File: src/inc/bmcc_defs.svh
`ifndef BMCC_DEFS_SVH
`define BMCC_DEFS_SVH

// Serial word layout, shifted msb first
`define BMCC_WORD_BITS   11
`define BMCC_START_BIT   10
`define BMCC_DIR_BIT     9
`define BMCC_TQ_HI       8
`define BMCC_TQ_LO       1
`define BMCC_KIND_BIT    0
`define BMCC_OP_HI       2
`define BMCC_OP_LO       1
`define BMCC_LAST_BIT    4'd10
`define BMCC_FULL_WORD   4'd11

// Timing
`define BMCC_CLK_HZ      100000000
`define BMCC_CMD_RATE_HZ 250
`define BMCC_REFRESH_CYC (`BMCC_CLK_HZ / `BMCC_CMD_RATE_HZ)
`define BMCC_SCK_HALF    8'd8
`define BMCC_SAW_MAX     8'hff

// Host register map, byte addresses
`define BMCC_WB_CMD      8'h00
`define BMCC_WB_STAT     8'h04
`define BMCC_WB_CTRL     8'h08
`define BMCC_WB_OFS_TU   8'h0c
`define BMCC_WB_OFS_SP   8'h10

// Host command register fields
`define BMCC_CMD_TQ_HI   7
`define BMCC_CMD_DIR     8
`define BMCC_CMD_OP_HI   10
`define BMCC_CMD_OP_LO   9
`define BMCC_CMD_TG_HI   13
`define BMCC_CMD_TG_LO   12
`define BMCC_TGT_BLOWER  2'd2

`endif

File: src/inc/bmcc_pkg.sv
`include "bmcc_defs.svh"

package bmcc_pkg;

  // Control word opcodes
  typedef enum logic [1:0] {
    BMCC_OP_RUN     = 2'b00,
    BMCC_OP_BRAKE   = 2'b01,
    BMCC_OP_LOCK    = 2'b10,
    BMCC_OP_DISABLE = 2'b11
  } bmcc_op_e;

  // Drive modes of the motor end
  typedef enum logic [1:0] {
    BMCC_M_OFF   = 2'b00,
    BMCC_M_RUN   = 2'b01,
    BMCC_M_BRAKE = 2'b10,
    BMCC_M_LOCK  = 2'b11
  } bmcc_mode_e;

  // Host link sequencer states
  typedef enum logic [1:0] {
    BMCC_H_IDLE  = 2'b00,
    BMCC_H_SHIFT = 2'b01,
    BMCC_H_GAP   = 2'b10
  } bmcc_hst_e;

  typedef logic [`BMCC_WORD_BITS-1:0] bmcc_word_t;

  // Motor end state
  typedef struct packed {
    logic       sck_s1, sck_s2, sck_s3;
    logic       sel_s1, sel_s2, sel_s3;
    logic       mosi_s1, mosi_s2;
    logic [2:0] hall_s1, hall_s2;
    logic       over_s1, over_s2;
    logic       sync_s1, sync_s2, sync_s3;
    bmcc_word_t shift;
    logic [3:0] bits;
    logic       hold_dir;
    logic [7:0] hold_tq;
    logic       act_dir;
    logic [7:0] act_tq;
    bmcc_mode_e mode;
    logic [2:0] lock_step;
    logic [7:0] saw;
    logic       on_latch;
    logic [2:0] hi;
    logic [2:0] lo;
    logic [8:0] iref;
    logic       sync_o;
  } bmcc_dev_s;

  // Host end state
  typedef struct packed {
    bmcc_hst_e   st;
    logic [7:0]  div;
    logic [18:0] rcnt;
    logic        sck;
    logic        mosi;
    logic [2:0]  sel_n;
    logic [2:0]  sel_hold;
    bmcc_word_t  shift;
    bmcc_word_t  w1;
    logic        second;
    logic [3:0]  bitc;
    logic        ack;
    logic [31:0] dat;
    logic        tens;
    logic        due;
    logic [7:0]  ofs_tu;
    logic [7:0]  ofs_sp;
  } bmcc_host_s;

endpackage

File: src/inc/bmcc_link_if.sv
`timescale 1ns/1ps

// Shared serial link from the motion host to three motor ends
interface bmcc_link_if;
  logic sck;
  logic mosi;
  logic takeup_select_n;
  logic supply_select_n;
  logic blower_select_n;

  modport host (
    output sck,
    output mosi,
    output takeup_select_n,
    output supply_select_n,
    output blower_select_n
  );

  modport dev (
    input sck,
    input mosi,
    input takeup_select_n,
    input supply_select_n,
    input blower_select_n
  );
endinterface

File: src/logic/bmcc_motor.sv
// How it works
// - host shifts one bit per clock pulse
// - one select low; only selected end listens
// - host flags a refresh as due 250 times per second while tensioned
// - torque word: start, direction, eight torque bits
// - torque word loads holding register by itself
// - run applies held direction and torque
// - brake shorts windings through low switches
// - lock holds stopped rotor at one step
// - disable turns every switch off
// - Hall inputs pick the energised phase pair
// - six steps per electrical cycle
// - one high and one low terminal driven
// - on-pulse width follows commanded torque
// - switch mode, current trip ends pulse
// - nine-bit current reference from command
// - master sawtooth restarts the other ends
// - host subtracts reel offsets, not blower
// - commands travel as pairs of 11-bit words
// - three complementary switch pairs out
`timescale 1ns/1ps
`include "bmcc_defs.svh"

module bmcc_motor #(
  parameter int SEL_IDX     = 0,
  parameter bit SYNC_MASTER = 1'b0
) (
  // Clock and reset
  input  wire logic               clk_i,
  input  wire logic               rst_i,
  // Serial link
  bmcc_link_if.dev                lnk,
  // Motor sensing
  input  wire logic [2:0]         hall_i,
  input  wire logic               sense_over_i,
  // Sawtooth sync
  input  wire logic               saw_sync_i,
  output logic                    saw_sync_o,
  // Power switch drive
  output logic [2:0]              drive_hi_o,
  output logic [2:0]              drive_lo_o,
  // Current reference and status
  output logic [8:0]              iref_o,
  output bmcc_pkg::bmcc_mode_e    mode_o
);
  import bmcc_pkg::*;

  bmcc_dev_s r_reg;
  bmcc_dev_s r_next;
  logic      sel_pin;
  logic      sck_rise;
  logic      sel_fall;
  logic      sel_rise;
  logic      pwm_on;
  logic [2:0] step_now;
  logic [5:0] drv_run;
  logic [5:0] drv_lock;

  // Hall code to commutation step, 7 marks an illegal code
  function automatic logic [2:0] bmcc_step(input logic [2:0] h);
    logic [2:0] s;
    unique case (h)
      3'b001:  s = 3'h0;
      3'b011:  s = 3'h1;
      3'b010:  s = 3'h2;
      3'b110:  s = 3'h3;
      3'b100:  s = 3'h4;
      3'b101:  s = 3'h5;
      default: s = 3'h7;
    endcase
    return s;
  endfunction

  // Step to {high side, low side}; reverse swaps the pair
  function automatic logic [5:0] bmcc_drive(input logic [2:0] s,
                                            input logic       d);
    logic [2:0] a;
    logic [2:0] b;
    unique case (s)
      3'h0:    begin a = 3'b001; b = 3'b010; end
      3'h1:    begin a = 3'b001; b = 3'b100; end
      3'h2:    begin a = 3'b010; b = 3'b100; end
      3'h3:    begin a = 3'b010; b = 3'b001; end
      3'h4:    begin a = 3'b100; b = 3'b001; end
      3'h5:    begin a = 3'b100; b = 3'b010; end
      default: begin a = 3'b000; b = 3'b000; end
    endcase
    return d ? {b, a} : {a, b};
  endfunction

  // Pick this end's select line
  always_comb
  begin
    unique case (SEL_IDX)
      0:       sel_pin = lnk.takeup_select_n;
      1:       sel_pin = lnk.supply_select_n;
      default: sel_pin = lnk.blower_select_n;
    endcase
  end

  // Edges and drive patterns from synchronised inputs
  assign sck_rise = r_reg.sck_s2 & ~r_reg.sck_s3;
  assign sel_fall = ~r_reg.sel_s2 & r_reg.sel_s3;
  assign sel_rise = r_reg.sel_s2 & ~r_reg.sel_s3;
  assign step_now = bmcc_step(r_reg.hall_s2);
  assign pwm_on   = r_reg.on_latch & (r_reg.saw < r_reg.act_tq);
  assign drv_run  = bmcc_drive(step_now, r_reg.act_dir);
  assign drv_lock = bmcc_drive(r_reg.lock_step, r_reg.act_dir);

  // Next state
  always_comb
  begin
    r_next = r_reg;
    // Two-flop synchronisers for every pin
    r_next.sck_s1  = lnk.sck;
    r_next.sck_s2  = r_reg.sck_s1;
    r_next.sck_s3  = r_reg.sck_s2;
    r_next.sel_s1  = sel_pin;
    r_next.sel_s2  = r_reg.sel_s1;
    r_next.sel_s3  = r_reg.sel_s2;
    r_next.mosi_s1 = lnk.mosi;
    r_next.mosi_s2 = r_reg.mosi_s1;
    r_next.hall_s1 = hall_i;
    r_next.hall_s2 = r_reg.hall_s1;
    r_next.over_s1 = sense_over_i;
    r_next.over_s2 = r_reg.over_s1;
    r_next.sync_s1 = saw_sync_i;
    r_next.sync_s2 = r_reg.sync_s1;
    r_next.sync_s3 = r_reg.sync_s2;

    // Word receiver, listens only while selected
    if (sel_fall)
    begin
      r_next.bits = 4'h0;
    end
    else if (!r_reg.sel_s2 && sck_rise)
    begin
      r_next.shift = {r_reg.shift[`BMCC_WORD_BITS-2:0], r_reg.mosi_s2};
      if (r_reg.bits != 4'hf)
      begin
        r_next.bits = r_reg.bits + 4'h1;
      end
    end

    // Decode a complete word when select is released
    if (sel_rise && r_reg.bits == `BMCC_FULL_WORD
        && r_reg.shift[`BMCC_START_BIT])
    begin
      if (!r_reg.shift[`BMCC_KIND_BIT])
      begin
        r_next.hold_dir = r_reg.shift[`BMCC_DIR_BIT];
        r_next.hold_tq  = r_reg.shift[`BMCC_TQ_HI:`BMCC_TQ_LO];
      end
      else
      begin
        unique case (bmcc_op_e'(r_reg.shift[`BMCC_OP_HI:`BMCC_OP_LO]))
          BMCC_OP_RUN:
          begin
            r_next.mode    = BMCC_M_RUN;
            r_next.act_dir = r_reg.hold_dir;
            r_next.act_tq  = r_reg.hold_tq;
          end
          BMCC_OP_BRAKE:   r_next.mode = BMCC_M_BRAKE;
          BMCC_OP_LOCK:
          begin
            r_next.mode      = BMCC_M_LOCK;
            r_next.lock_step = (step_now == 3'h7) ? 3'h0 : step_now;
          end
          BMCC_OP_DISABLE: r_next.mode = BMCC_M_OFF;
        endcase
      end
    end

    // Sawtooth; a slave restarts on the master's wrap
    r_next.saw = r_reg.saw + 8'h01;
    if (!SYNC_MASTER && r_reg.sync_s2 && !r_reg.sync_s3)
    begin
      r_next.saw = 8'h00;
    end
    r_next.sync_o = SYNC_MASTER && (r_reg.saw == `BMCC_SAW_MAX);

    // Pulse starts at wrap, current trip ends it
    if (r_reg.saw == 8'h00)
    begin
      r_next.on_latch = 1'b1;
    end
    if (r_reg.over_s2)
    begin
      r_next.on_latch = 1'b0;
    end

    // Switch drive per mode
    unique case (r_reg.mode)
      BMCC_M_OFF:
      begin
        r_next.hi = 3'b000;
        r_next.lo = 3'b000;
      end
      BMCC_M_RUN:
      begin
        {r_next.hi, r_next.lo} = pwm_on ? drv_run : 6'h00;
      end
      BMCC_M_BRAKE:
      begin
        r_next.hi = 3'b000;
        r_next.lo = 3'b111;
      end
      BMCC_M_LOCK:
      begin
        {r_next.hi, r_next.lo} = pwm_on ? drv_lock : 6'h00;
      end
    endcase

    // Nine-bit signed current reference
    if (r_reg.mode == BMCC_M_RUN || r_reg.mode == BMCC_M_LOCK)
    begin
      r_next.iref = {r_reg.act_dir, r_reg.act_tq};
    end
    else
    begin
      r_next.iref = 9'h000;
    end
  end

  // State register
  always_ff @(posedge clk_i)
  begin
    if (rst_i)
    begin
      r_reg       <= '0;
      r_reg.mode  <= BMCC_M_OFF;
      r_reg.sck_s1 <= 1'b0;
      r_reg.sel_s1 <= 1'b1;
      r_reg.sel_s2 <= 1'b1;
      r_reg.sel_s3 <= 1'b1;
    end
    else
    begin
      r_reg <= r_next;
    end
  end

  // Outputs straight from state
  assign drive_hi_o = r_reg.hi;
  assign drive_lo_o = r_reg.lo;
  assign iref_o     = r_reg.iref;
  assign mode_o     = r_reg.mode;
  assign saw_sync_o = r_reg.sync_o;

endmodule // bmcc_motor

File: src/flat_wrapper.sv
// flat-port wrapper written by rule: the top's interface ports become plain ports
module bmcc_motor_flat import bmcc_pkg::*;
#(
  parameter int SEL_IDX     = 0,
  parameter bit SYNC_MASTER = 1'b0
)
  (clk_i, rst_i, hall_i, sense_over_i, saw_sync_i, saw_sync_o, drive_hi_o, drive_lo_o, iref_o, mode_o, lnk_sck, lnk_mosi, lnk_takeup_select_n, lnk_supply_select_n, lnk_blower_select_n);
  bmcc_link_if lnk_i ();
  input  wire logic clk_i;
  input  wire logic rst_i;
  input  wire logic [2:0] hall_i;
  input  wire logic sense_over_i;
  input  wire logic saw_sync_i;
  output logic saw_sync_o;
  output logic [2:0] drive_hi_o;
  output logic [2:0] drive_lo_o;
  output logic [8:0] iref_o;
  output bmcc_pkg::bmcc_mode_e mode_o;
  input wire logic [$bits(lnk_i.sck)-1:0] lnk_sck;
  input wire logic [$bits(lnk_i.mosi)-1:0] lnk_mosi;
  input wire logic [$bits(lnk_i.takeup_select_n)-1:0] lnk_takeup_select_n;
  input wire logic [$bits(lnk_i.supply_select_n)-1:0] lnk_supply_select_n;
  input wire logic [$bits(lnk_i.blower_select_n)-1:0] lnk_blower_select_n;
  assign lnk_i.sck = lnk_sck;
  assign lnk_i.mosi = lnk_mosi;
  assign lnk_i.takeup_select_n = lnk_takeup_select_n;
  assign lnk_i.supply_select_n = lnk_supply_select_n;
  assign lnk_i.blower_select_n = lnk_blower_select_n;
  bmcc_motor #(.SEL_IDX(SEL_IDX), .SYNC_MASTER(SYNC_MASTER)) u_core (.clk_i(clk_i), .rst_i(rst_i), .lnk(lnk_i), .hall_i(hall_i), .sense_over_i(sense_over_i), .saw_sync_i(saw_sync_i), .saw_sync_o(saw_sync_o), .drive_hi_o(drive_hi_o), .drive_lo_o(drive_lo_o), .iref_o(iref_o), .mode_o(mode_o));
endmodule
File: config.mk
export PLATFORM = sky130hd
export DESIGN_NAME = bmcc_motor_flat
export DESIGN_NICKNAME = d
export VERILOG_FILES = /design/src/inc/bmcc_pkg.sv /design/src/inc/bmcc_link_if.sv /design/src/logic/bmcc_motor.sv /design/src/flat_wrapper.sv
export VERILOG_INCLUDE_DIRS = /design/src /design/src/inc
export SDC_FILE = /design/constraint.sdc
export NUM_CORES = 1
export LEC_CHECK = 0
export ABC_AREA = 1
export BUFFER_PORTS_ARGS = -buffer_cell sky130_fd_sc_hd__buf_2
export CORE_MARGIN = 4
export CORE_UTILIZATION = 61
export CTS_BUF_LIST = sky130_fd_sc_hd__clkbuf_8
export CTS_CLUSTER_SIZE = 10
export DETAILED_ROUTE_END_ITERATION = 10
export GPL_TIMING_DRIVEN = 0
export PLACE_DENSITY = 0.84
export REMOVE_ABC_BUFFERS = 1
export SYNTH_ARGS = -nofsm -noshare
export SYNTH_HDL_FRONTEND = slang
export SYNTH_SLANG_ARGS = --single-unit
File: constraint.sdc
create_clock -name clk_i -period 1.7 [get_ports clk_i]
set_input_delay 0.34 -clock clk_i [delete_from_list [all_inputs] [get_ports clk_i]]
set_output_delay 0.34 -clock clk_i [all_outputs]
set_load 0.02 [all_outputs]
; Yosys cells after proc, flatten, opt, wreduce, memory -nomap -nowiden
; Index checks and enable logic that the tools add are counted.
; W data, S select, Z words.
[op_classes]
eq_ne = 25
mux = 12
n_reduce_logical = 34
bitwise = 10
add_sub_neg = 2
order_cmp = 1
[ops]
columns = operator, count
row1 = $pmux W3 S3, 4
row2 = $reduce_or A2 Y1, 16
row3 = $eq A3 B3 Y1 const B, 8
row4 = $mux W6, 4
row5 = $pmux W6 S4, 1
row6 = $eq A3 B2 Y1 const B, 6
row7 = $pmux W3 S6, 1
row8 = $eq A3 B1 Y1 const B, 3
row9 = $add A8 B1 Y8 const B, 1
row10 = $eq A2 B2 Y1 const B, 4
row11 = $logic_not A8 Y1, 1
row12 = $lt A8 B8 Y1, 1
row13 = $pmux W2 S4, 1
row14 = $reduce_and A2 Y1, 4
row15 = $logic_not A3 Y1, 2
row16 = $not A1 Y1, 6
row17 = $reduce_and A3 Y1, 2
row18 = $add A4 B1 Y4 const B, 1
row19 = $and A1 B1 Y1, 4
row20 = $eq A2 B1 Y1 const B, 2
row21 = $eq A4 B4 Y1 const B, 1
row22 = $logic_and A1 B1 Y1, 4
row23 = $logic_not A2 Y1, 2
row24 = $ne A4 B4 Y1 const B, 1
row25 = other kinds (3), 4
[totals]
out_inout_bits = 18
register_bits = 81
word_cells = 112

; Longest topological paths before layout
[depth]
word_depth = 8
ltp_mapped = 11

; Worst setup path after synthesis
; OpenSTA, ideal clock, no wires.
[synth_path]
kind = flip-flop to flip-flop
start = reg u_core.r_reg[48] (netlist name)
end = reg u_core.r_reg[30] (netlist name)
slack_ps = 285
stages_incl_launch_ff = 10
arrival_time_ps = 1303
path_cell_list = dfxtp_1 ha_1 inv_1 nor2_2 nand4_4 nor2_4 nand2_4 buf_6 nor2_1 nor2_1
[synth_between]
elab_chain_cells = 4
[synth_lines]
columns = element, line_no
row1 = from (decl), bmcc_motor.sv:48  ; bmcc_dev_s r_reg;
row2 = from (signal assigned), bmcc_motor.sv:239  ; r_reg <= r_next;
row3 = $eq A4 B4 Y1 (no source line), --
row4 = $logic_and A1 B1 Y1 (no source line), --
row5 = $logic_and A1 B1 Y1, bmcc_motor.sv:146  ; if (sel_rise && r_reg.bits == `BMCC_FULL_WORD
row6 = $reduce_and A3 Y1 (no source line), --
; No other way between the ends.
; A chain may end at the register's enable or synchronous reset.

; Worst setup path in the final report
[layout_path]
start = reg u_core.r_reg[49] (netlist name)
end = reg u_core.r_reg[38] (netlist name)
; Same word-level chain as after synthesis.

==> impl_results.md <==
- Status: finished, final reports clean
- Maxcap violations: 0
- Drt total wl: 6120 um
- CTS Buf Count: 9
- Nets: 484
- Worst Tran Pin Value: 644 ps
- Startpoint types: flip-flop
- Distinct cells, synth: 33
- DR DRC count: 0
- Row cnt: 27
- Peak Freq: 0.640 GHz
- Cell Chain, Critical Path: ha_1, inv_1, nor2_2, nand4_4, nor2_4, nand2_8, nor2_1, nor2_1
- Clk sink count: 81
- Primary FF master, synth: dfxtp_1
- Clk network pwr share: 0.385
- Ys async rst share: 0
- Largest register FFs: 53
- Clock slew seen by the registers of the worst setup and hold paths: 70 ps
- Post-route clock skew: 6.56 ps
- Slowest-stage cell, CP: dfxtp_1
- Placed Instances: 517
- Worst EP required: 1940 ps
- Finished Layout Cells: 532
- Hold WS: 170 ps
- DIE AREA: 6890 um^2
- Power share of the sequential group: 0.580
- DIE WIDTH: 83.0 um
- Via count: 2692
- Sw Share: 0.210
- Via-per-instance ratio: 5.06
- CP arrival: 1800 ps
- Post-synth top area cell: dfxtp_1
- Clk_lat worst skew: 350 ps
- Setup crit end kind: flip-flop
- Int Power: 0.00265 W
- Detailed placer's ending HPWL: 4070 um
- Final hold violation count: 0
- Ranking of synthesized cells by area: dfxtp_1 47%, nand2_1 8.0%, nor2_1 7.5%, inv_1 7.0%, a21oi_1 4.8%
- Combinational Power Share: 0.035
- Most frequent cells after synthesis: 81 x dfxtp_1, 73 x nand2_1, 69 x nor2_1, 64 x inv_1, 33 x a21oi_1
- Crit-path most repeated cell: nor2_1
- CTS tree: yes
- Placeable Area: 5470 um^2
- Placed cell area: 3450 um^2
- Tot Pwr: 0.00335 W
- CP Class: flip-flop to flip-flop
- Area growth, synth to finish: 6.99%
- PwrDens: 911 nW/um^2
- CP max FO: 18
- Fin crit period: 1560 ps
- Number of global-route vias before repair: 2548
- Share of the synthesized area in the top cell type: 0.472
- Number of flops mapped to enable cells by yosys: 0
- Tcrit/Tclk final: 0.918
- Leak: 1.71 nW
- Largest net degree at the start of global routing: 24
- Post-synthesis sequential area ratio: 0.472
- Clk Tree Root Cell: clkbuf_8
- I/O pin cnt: 30
- Overall Global Routing Usage: 0.189
- #FFs+latches synth: 81
- Starting Density: 0.628
- Yosys warnings: 0
- Design area: 3670 um^2
- First-pass GRT wire length: 10700 um
- Filler cells: 458
- Hold WC Path Type: primary input to flip-flop
- NetSw: 0.000702 W
- Final setup viols: 0
- GRT overflow: 0
- First drt pass iteration count: 4
- # diodes: 0
- Share of layout cells above drive strength 1: 0.122
- Fin. max-slew vios: 0
- Max VDD drop: 0.000770 V
- Initial antenna violation count: 0
- Syn Area/Cell: 7.65 um^2
- DIE HEIGHT: 83.0 um
- Number of port buffers: 26
- Slew headroom: 0.568
- CTS max path bufs: 2
- Setup Total Neg Slack: 0 ps
- WL per Instance: 11.5 um
- Synth Instances: 449
- Most instantiated library cell after synthesis: dfxtp_1
- Post-DRT Antenna Nets: 0
- Max incr delay on CP: 370 ps
- Starting DRC count in detailed routing: 124
- Gpl congestion: 0.847
- H-Tree Depth: 3
- Post-Syn Area: 3430 um^2
[path summary, 6_finish.rpt]
check,from,to,slack (ps),cells after the start
max,u_core.r_reg[49],u_core.r_reg[38],140,8
min,lnk_takeup_select_n,u_core.r_next[77],170,2
max reg2reg,u_core.r_reg[49],u_core.r_reg[38],140,8
min reg2reg,u_core.r_next[69],u_core.r_reg[69],400,2
[stage by stage]
stage | worst slack [ps] | util
6_report | 139 | 0.671
5_1_grt | -19.4 | 0.671
4_1_cts | 105 | 0.664
3_5_place_dp | -496 | 0.631
3_3_place_gp | -505 | 0.631
2_1_floorplan | 264 | -
[cell type report]
class	count	area (um^2)	area share
repair inverters	1	7.51	0.00204
well taps	72	90.1	0.0245
clock inverters	2	33.8	0.00919
flip-flops and latches	81	1620	0.442
repair buffers	28	158	0.0429
multi-input cells	273	1380	0.375
clock buffers	10	138	0.0375
inverters	65	248	0.0674
[metal layers]
layer | part of all wire | vias to the layer above | global-route usage
met5 | 0 | - | 0
met4 | 0.026 | 0 | 0.107
met3 | 0.047 | 13 | 0.0456
met2 | 0.49 | 61 | 0.321
met1 | 0.43 | 1210 | 0.215
li1 | - | 1408 | -
[repair_timing]
action / 4_1_cts / 5_1_grt
gates resized for setup: 1 / 5
hold buffers: 0 / 0
cloned: 1 / 0
setup endpoints to repair: 18 / 18
pin swaps: 0 / 2
buffers inserted: 0 / 2
[cells in the final DEF (no fill, tap or decap), types with 2 or more instances in the layout]
master | Yosys | final
nor4_1 | 2 | 2
nor3_1 | 3 | 3
or2_2 | 5 | 5
nand2_2 | 1 | 2
clkbuf_8 | 0 | 10
nand3_1 | 20 | 20
clkinvlp_4 | 0 | 2
o211ai_1 | 5 | 5
nand2_1 | 73 | 72
dfxtp_1 | 81 | 80
nor2_2 | 2 | 2
nor2_1 | 69 | 69
nand3b_1 | 2 | 2
buf_2 | 2 | 26
a21oi_1 | 33 | 33
inv_1 | 64 | 64
ha_1 | 13 | 13
o21a_1 | 2 | 2
o21ai_0 | 31 | 30
a31oi_1 | 2 | 2
o21ai_1 | 1 | 2
nor2_4 | 2 | 2
[kinds of logic after synthesis]
group,after synthesis,synth area share
AO/OA/AOI/OAI,75,0.115
adder cells (fa/ha/maj),13,0.0474
AND/OR/NAND/NOR,183,0.231
other,1,0.00109
buffers and inverters,95,0.130
flip-flops,81,0.472
XOR/XNOR,1,0.00255
[worst max-delay path, delay by kind of cell (launching register included)]
kind          cells  cell delay (ps)
fa+ha+maj         1              180
buf+inv           1               60
flops             1              370
simple gates      6              840
[power by group through the flow]
stage / clock network (W) / registers (W) / logic, W
floorplan: 0 / 0.00198 / 0.0000762
global placement: 0 / 0.00198 / 0.000106
detailed placement: 0 / 0.00199 / 0.000111
CTS: 0.00133 / 0.00194 / 0.000116
global route: 0.00140 / 0.00194 / 0.000137
finish: 0.00129 / 0.00194 / 0.000116
(Power assumes the default switching activity.)
